$ cat src/rtl/pcr_pkg.sv
// Shared constants and carriers of the power event cause recorder
package pcr_pkg;

	// Register addresses on the control port
	localparam logic [15:0] PCR_ADDR_WAKE_ON_CAUSE  = 16'h400E;
	localparam logic [15:0] PCR_ADDR_SHUTDOWN_CAUSE = 16'h400F;

	// Register width and reset value of every cause flag
	localparam int unsigned PCR_REG_W     = 16;
	localparam logic [15:0] PCR_CAUSE_RST = 16'h0000;

	// Field positions of the wake_on_cause register
	localparam int unsigned ON_FULL_POS      = 15;
	localparam int unsigned ON_GPIO_POS      = 11;
	localparam int unsigned ON_LOW_SUP_POS   = 10;
	localparam int unsigned ON_TGUARD_POS    = 7;
	localparam int unsigned ON_HOST_POS      = 6;
	localparam int unsigned ON_ALARM_POS     = 5;
	localparam int unsigned ON_PIN_POS       = 4;
	localparam int unsigned RST_DROOP_POS    = 3;
	localparam int unsigned RST_HOST_POS     = 2;
	localparam int unsigned RST_PIN_POS      = 1;
	localparam int unsigned RST_TGUARD_POS   = 0;

	// Field positions of the shutdown_cause register
	localparam int unsigned OFF_REG_FAULT_POS = 13;
	localparam int unsigned OFF_SEQ_FAIL_POS  = 12;
	localparam int unsigned OFF_GPIO_POS      = 11;
	localparam int unsigned OFF_SUPPLY_POS    = 10;
	localparam int unsigned OFF_HEAT_POS      = 9;
	localparam int unsigned OFF_HOST_POS      = 6;
	localparam int unsigned OFF_PIN_POS       = 4;

	// Bits that exist in each register; the rest read as zero
	localparam logic [15:0] PCR_ON_DEFINED  = 16'h8CFF;
	localparam logic [15:0] PCR_OFF_DEFINED = 16'h3E50;

	// ON or WAKE report from the main state machine
	typedef struct packed {
		logic valid;
		logic clear;
		logic full_power_up_flag;
		logic by_gpio;
		logic wake_by_low_supply;
		logic wake_by_timer_guard;
		logic wake_by_host_command;
		logic up_by_clock_alarm;
		logic up_by_on_pin;
		logic restart_by_converter_droop;
		logic restart_by_host_command;
		logic restart_by_pin;
		logic restart_by_timer_guard;
	} pcr_on_evt_s;

	// OFF report from the main state machine
	typedef struct packed {
		logic valid;
		logic clear;
		logic down_by_internal_regulator_fault;
		logic down_by_sequence_failure;
		logic down_by_gpio;
		logic down_by_supply_threshold;
		logic down_by_overheat;
		logic down_by_host_command;
		logic down_by_on_pin;
	} pcr_off_evt_s;

endpackage

$ cat src/rtl/pcr_cause_recorder.sv
// Contract
// RL1 - Bit 15: one for ON, zero for WAKE
// RL2 - Bit 11: event came from a GPIO
// RL3 - Bit 10: wake by low threshold, never ON
// RL4 - Bit 7: wake caused by watchdog timer
// RL5 - Bit 6: wake by software clearing sleep bit
// RL6 - Bit 5: event caused by clock alarm
// RL7 - Bit 4: event caused by ON pin
// RL8 - Bit 3: ON after converter undervoltage reset
// RL9 - Bit 2: ON after software reset
// RL10 - Bit 1: ON after hardware reset
// RL11 - Bit 0: ON after watchdog device reset
// RL12 - Flags default zero, cleared by state machine
// RL13 - Off bit 13: internal regulator fault
// RL14 - Off bit 12: power sequence failure
// RL15 - Off bit 11: GPIO requested OFF
// RL16 - Off bit 10: supply below threshold
// RL17 - Off bit 9: over-temperature forced OFF
// RL18 - Off bit 6: software cleared chip-on bit
// RL19 - Off bit 4: ON pin caused OFF
// RL20 - New event clears stale flags of class
// RL21 - Writes ignored, undefined bits read zero
`timescale 1ns/10ps
module pcr_cause_recorder #(
	parameter int unsigned ADDR_W = 16,
	parameter int unsigned DATA_W = 16
) (
	// Clock and reset
	input  wire logic                 mclk_i,
	input  wire logic                 sys_rst_i,
	// Event reports from the main state machine
	input  pcr_pkg::pcr_on_evt_s      on_evt_i,
	input  pcr_pkg::pcr_off_evt_s     off_evt_i,
	// Register port
	input  wire logic [ADDR_W-1:0]    addr_i,
	input  wire logic [DATA_W-1:0]    wdata_i,
	input  wire logic                 wr_i,
	input  wire logic                 rd_i,
	output logic      [DATA_W-1:0]    rdata_o,
	output logic                      rvalid_o,
	// Live copies of both cause registers
	output logic      [15:0]          wake_on_cause_o,
	output logic      [15:0]          shutdown_cause_o
);

	// The decoder compares full 16-bit addresses and returns 16-bit words
	if (ADDR_W < 16 || DATA_W < 16) begin : g_bad_width
		$error("pcr_cause_recorder needs ADDR_W and DATA_W of at least 16");
	end

	logic [15:0]        wake_on_cause_ff;
	logic [15:0]        nxt_wake_on_cause;
	logic [15:0]        shutdown_cause_ff;
	logic [15:0]        nxt_shutdown_cause;
	logic [DATA_W-1:0]  rdata_ff;
	logic [DATA_W-1:0]  nxt_rdata;
	logic               rvalid_ff;
	logic               full_up;

	assign full_up = on_evt_i.full_power_up_flag;

	// Next ON/WAKE cause word; a report in the same cycle as a clear wins,
	// so the newest cause is never lost to a late clear
	always_comb begin
		nxt_wake_on_cause = wake_on_cause_ff;
		// RL12 state machine clear
		if (on_evt_i.clear) begin
			nxt_wake_on_cause = pcr_pkg::PCR_CAUSE_RST;
		end
		if (on_evt_i.valid) begin
			// RL20 drop stale flags
			nxt_wake_on_cause = pcr_pkg::PCR_CAUSE_RST;
			// RL1 ON versus WAKE
			nxt_wake_on_cause[pcr_pkg::ON_FULL_POS] = full_up;
			// RL2 GPIO source
			nxt_wake_on_cause[pcr_pkg::ON_GPIO_POS] = on_evt_i.by_gpio;
			// RL3 low threshold wakes only
			nxt_wake_on_cause[pcr_pkg::ON_LOW_SUP_POS] =
				on_evt_i.wake_by_low_supply & ~full_up;
			// RL4 watchdog wake only
			nxt_wake_on_cause[pcr_pkg::ON_TGUARD_POS] =
				on_evt_i.wake_by_timer_guard & ~full_up;
			// RL5 software wake only
			nxt_wake_on_cause[pcr_pkg::ON_HOST_POS] =
				on_evt_i.wake_by_host_command & ~full_up;
			// RL6 clock alarm source
			nxt_wake_on_cause[pcr_pkg::ON_ALARM_POS] = on_evt_i.up_by_clock_alarm;
			// RL7 ON pin source
			nxt_wake_on_cause[pcr_pkg::ON_PIN_POS] = on_evt_i.up_by_on_pin;
			// RL8 converter droop reset
			nxt_wake_on_cause[pcr_pkg::RST_DROOP_POS] =
				on_evt_i.restart_by_converter_droop & full_up;
			// RL9 software reset
			nxt_wake_on_cause[pcr_pkg::RST_HOST_POS] =
				on_evt_i.restart_by_host_command & full_up;
			// RL10 hardware reset
			nxt_wake_on_cause[pcr_pkg::RST_PIN_POS] =
				on_evt_i.restart_by_pin & full_up;
			// RL11 watchdog device reset
			nxt_wake_on_cause[pcr_pkg::RST_TGUARD_POS] =
				on_evt_i.restart_by_timer_guard & full_up;
		end
	end

	// Next OFF cause word, same set-over-clear priority
	always_comb begin
		nxt_shutdown_cause = shutdown_cause_ff;
		// RL12 state machine clear
		if (off_evt_i.clear) begin
			nxt_shutdown_cause = pcr_pkg::PCR_CAUSE_RST;
		end
		if (off_evt_i.valid) begin
			// RL20 drop stale flags
			nxt_shutdown_cause = pcr_pkg::PCR_CAUSE_RST;
			// RL13 regulator fault
			nxt_shutdown_cause[pcr_pkg::OFF_REG_FAULT_POS] =
				off_evt_i.down_by_internal_regulator_fault;
			// RL14 sequence failure
			nxt_shutdown_cause[pcr_pkg::OFF_SEQ_FAIL_POS] =
				off_evt_i.down_by_sequence_failure;
			// RL15 GPIO request
			nxt_shutdown_cause[pcr_pkg::OFF_GPIO_POS] = off_evt_i.down_by_gpio;
			// RL16 supply threshold
			nxt_shutdown_cause[pcr_pkg::OFF_SUPPLY_POS] =
				off_evt_i.down_by_supply_threshold;
			// RL17 over-temperature
			nxt_shutdown_cause[pcr_pkg::OFF_HEAT_POS] = off_evt_i.down_by_overheat;
			// RL18 software off
			nxt_shutdown_cause[pcr_pkg::OFF_HOST_POS] =
				off_evt_i.down_by_host_command;
			// RL19 ON pin off
			nxt_shutdown_cause[pcr_pkg::OFF_PIN_POS] = off_evt_i.down_by_on_pin;
		end
	end

	// ON/WAKE cause register
	always_ff @(posedge mclk_i) begin
		// RL12 zero after reset
		if (sys_rst_i) begin
			wake_on_cause_ff <= pcr_pkg::PCR_CAUSE_RST;
		end else begin
			wake_on_cause_ff <= nxt_wake_on_cause;
		end
	end

	// OFF cause register
	always_ff @(posedge mclk_i) begin
		// RL12 zero after reset
		if (sys_rst_i) begin
			shutdown_cause_ff <= pcr_pkg::PCR_CAUSE_RST;
		end else begin
			shutdown_cause_ff <= nxt_shutdown_cause;
		end
	end

	// Read decode; an unmapped address answers zero rather than stalling
	always_comb begin
		nxt_rdata = '0;
		// RL21 defined bits only
		if (addr_i[15:0] == pcr_pkg::PCR_ADDR_WAKE_ON_CAUSE && addr_i == ADDR_W'(addr_i[15:0])) begin
			nxt_rdata[15:0] = wake_on_cause_ff & pcr_pkg::PCR_ON_DEFINED;
		end else if (addr_i[15:0] == pcr_pkg::PCR_ADDR_SHUTDOWN_CAUSE
			&& addr_i == ADDR_W'(addr_i[15:0])) begin
			nxt_rdata[15:0] = shutdown_cause_ff & pcr_pkg::PCR_OFF_DEFINED;
		end
	end

	// Read data stands only in the cycle after the strobe
	always_ff @(posedge mclk_i) begin
		if (sys_rst_i) begin
			rdata_ff  <= '0;
			rvalid_ff <= 1'b0;
		end else begin
			rdata_ff  <= rd_i ? nxt_rdata : '0;
			rvalid_ff <= rd_i;
		end
	end

	// Writes have no path into either register; wdata_i is read by nothing
	// on purpose, both words being owned by the state machine alone
	assign rdata_o          = rdata_ff;
	assign rvalid_o         = rvalid_ff;
	assign wake_on_cause_o  = wake_on_cause_ff;
	assign shutdown_cause_o = shutdown_cause_ff;
endmodule

$ cat config.mk
export PLATFORM = sky130hd
export DESIGN_NAME = pcr_cause_recorder
export DESIGN_NICKNAME = d
export VERILOG_FILES = /design/src/rtl/pcr_pkg.sv /design/src/rtl/pcr_cause_recorder.sv
export SDC_FILE = /design/constraint.sdc
export NUM_CORES = 1
export LEC_CHECK = 0
export BUFFER_PORTS_ARGS = -buffer_cell sky130_fd_sc_hd__buf_2
export CAP_MARGIN = 20
export CORE_MARGIN = 2
export CORE_UTILIZATION = 43
export CTS_CLUSTER_DIAMETER = 60
export DETAILED_ROUTE_END_ITERATION = 8
export GPL_TIMING_DRIVEN = 1
export PLACE_DENSITY = 0.81
export SYNTH_ARGS = -nofsm -noshare
export SYNTH_HDL_FRONTEND = slang
export SYNTH_SLANG_ARGS = --single-unit
$ cat constraint.sdc
create_clock -name mclk_i -period 2.6 [get_ports mclk_i]
set_input_delay 0.13 -clock mclk_i [delete_from_list [all_inputs] [get_ports mclk_i]]
set_output_delay 0.13 -clock mclk_i [all_outputs]
set_load 0.02 [all_outputs]
==> reports/summary.txt <==
CTS buffer count: 5
Global Route Usage Sum: 0.178
routability cong.: 0.746
Initial Util: 0.461
Slew Viols, Final: 0
wire length of the first global-routing pass: 4810 µm
Cell variety after synth: 26
sequential area share after synthesis: 0.462
# clock sinks: 33
Final Total Pwr: 0.990 mW
vias in the first global route: 1077
Peak VDD IR: 0.000228 V
Final Critical Period: 1.03 ns
post-route ant nets: 0
share of post-route cells with drive strength above 1: 0.435
drt first-iter violations: 55
Sequential Area: 661 µm²
worst reg2reg path depth: 2
Yosys warnings: 0
Post-Place Cells: 251
crit share post-route: 0.396
Rows: 20
cell-internal power: 0.725 mW
slowest CP cell: dfxtp_1
overflow left after global routing: 0
switching share of power: 0.267
multi-input logic area: 673 µm²
largest net degree at the start of global routing: 22
Total Wirelength: 3250 µm
Top Usage Layer GRT: met2
Fin Setup TNS: 0 ns
synthesized area per cell: 10.0 µm²
Gate Count Post-Synth: 143
DR WL/cell: 12.5 µm
Worst Skew: 0.00926 ns
I/O pin cnt: 107
required time of the critical path: 2.47 ns
RSZ-0062 raised after global routing: false
Setup crit end kind: output port
DP Wirelength: 2490 µm
WHS Path Cells: 3
endpoints failing setup: 0
via count: 1227
status: finished, final reports clean
clock latency on the worst-skew pair: 0.33 ns
Max H-tree Level: 2
critical-path maximum fanout: 3
CP max stage delay: 0.38 ns
clock slew at reported path FFs: 0.10 ns
r2r startpoint: wake_on_cause_o[10]$_SDFFE_PP0P_
Hold Path Sink: shutdown_cause_o[13]$_SDFFE_PP0P_
Fmax achieved: 0.972 GHz
Seq pwr share: 0.532
core area: 3100 µm²
cells along the critical path: buf_2
crit path DAT: 0.90 ns
Max clock buf depth: 2
Die Ht: 61.7 µm
Initial DRT Pass Iterations: 2
synthesized flop and latch total: 33
met3 usage: 0.0798
MaxCap Viol Count: 0
R2R Setup Slk: 1.59 ns
mapped cell area: 1430 µm²
diode count: 0
crit path launch type: flop
CP bufs+invs: 1
full die area: 3800 µm²
grt met2 use: 0.307
PwrDens: 539 nW/µm²
P&R area growth vs syn: 28.3%
CTS root buf: clkbuf_4
DR DRC count: 0
HP Class: primary input to flop
critical path class: flop to output port
die width: 61.7 µm
fin cells: 260
NumNets Final: 273
initial antenna violation count: 0
P_sw: 0.265 mW
combinational power share: 0.141
Worst-Margin Slew: 0.530 ns
Hold Vio Cnt, Final: 0
Rel. slew slack: 0.646
hold slack final: 0.0215 ns
Post-CTS Resized: 0
Critical path origin: wake_on_cause_o[3]$_SDFFE_PP0P_
CTS tree: yes
Static Leakage: 0.839 nW
Filler cells: 298
port buffer count: 73
clock power share: 0.327
capture point of the worst reg-to-reg path: wake_on_cause_o[10]$_SDFFE_PP0P_
met1 GRT Util: 0.187
start point of the worst hold path: off_evt_i[6]
Vias/cell: 4.72
Crit path max-delay family: flip-flops
[cells by family (layout without fill, tap and decap cells)]
kind of cell,after synthesis,count (layout),share of synthesized area
simple gates,63,63,0.334
compound gates,18,18,0.0665
flops,33,33,0.462
mux,4,4,0.0280
other cells,1,16,0.00262
buf+inv,24,82,0.107
[repair_timing]
item | 4_1_cts | 5_1_grt
setup buffers | 0 | 0
hold endpoints to repair | 0 | 1
hold buffers | 0 | 1
[through the flow]
| stage | instance area (µm²) | worst slack, ns | utilization |
|---|---|---|---|
| 2_1_floorplan | 1490 | 1.52 | - |
| 3_3_place_gp | 1750 | 1.30 | 0.565 |
| 3_5_place_dp | 1750 | 1.26 | 0.565 |
| 4_1_cts | 1820 | 1.55 | 0.588 |
| 5_1_grt | 1830 | 1.51 | 0.591 |
| 6_report | 1830 | 1.57 | 0.591 |
[sequential cells by signal, indices dropped and copies added (netlist names)]
register and cells:
rdata_o 14, wake_on_cause_o 11, shutdown_cause_o 7, rvalid_o 1
[area by class of cell]
class	count	area share
multi-input combinational	101	0.367
sequential	33	0.360
timing repair buffer	74	0.205
clock buffer	7	0.0355
tap	44	0.0300
clock inverter	1	0.00273
[routing by layer]
metal | part of all wire | wire (µm)
met3 | 0.10 | 336
met5 | 0 | 0
met4 | 0.018 | 59
met2 | 0.49 | 1600
met1 | 0.39 | 1260
[layout by cell type, fill, tap and decap left out, drive strengths merged]
master and n:
nand3 1, or3b 1, nor4 2, nor3 7
nand3b 1, nand4 2, and3 1, nor4b 8
dlygate4sd3 1, or4 1, nor3b 17, a21oi 14
nor2b 2, nand2 3, dfxtp 33, buf 73
mux2i 4, a31oi 4, clkinv 1, nor2 17
clkbuf 7, conb 16
[worst max path at each step]
stage | end | depth (start not counted)
5_1_grt | wake_on_cause_o[3] | 1
6_report | wake_on_cause_o[3] | 1
4_1_cts | wake_on_cause_o[0] | 1
2_1_floorplan | wake_on_cause_o[10]$_SDFFE_PP0P_ | 2
3_3_place_gp | rdata_o[5]$_SDFF_PP0_ | 4
3_5_place_dp | rdata_o[5]$_SDFF_PP0_ | 4
[synth_stat cells]
cell	n	area, µm²
nand4_4	1	21.3
nor4b_2	7	105
nand3_1	1	5.00
nor2b_2	1	8.76
mux2i_1	4	40.0
clkbuf_1	5	18.8
buf_2	2	10.0
nor4b_4	1	23.8
nand4_1	1	6.26
buf_4	16	120
nor4_4	1	21.3
buf_1	1	3.75
nor2b_1	1	6.26
and3_1	1	6.26
or4_1	1	7.51
nor3b_1	17	128
nor4_2	1	12.5
nand3b_1	1	7.51
nor2_1	17	63.8
or3b_2	1	8.76
a21oi_1	14	70.1
conb_1	1	3.75
nor3_1	7	35.0
dfxtp_1	33	661
nand2_1	3	11.3
a31oi_1	4	25.0
[power by group through the flow]
stage               Clock (mW)  Sequential (mW)  Combinational (mW)
floorplan                    0            0.552              0.0861
global route             0.363            0.528               0.152
global placement             0            0.537               0.138
finish                   0.324            0.526               0.140
CTS                      0.332            0.526               0.139
detailed placement           0            0.538               0.139
(Power assumes the default switching activity.)
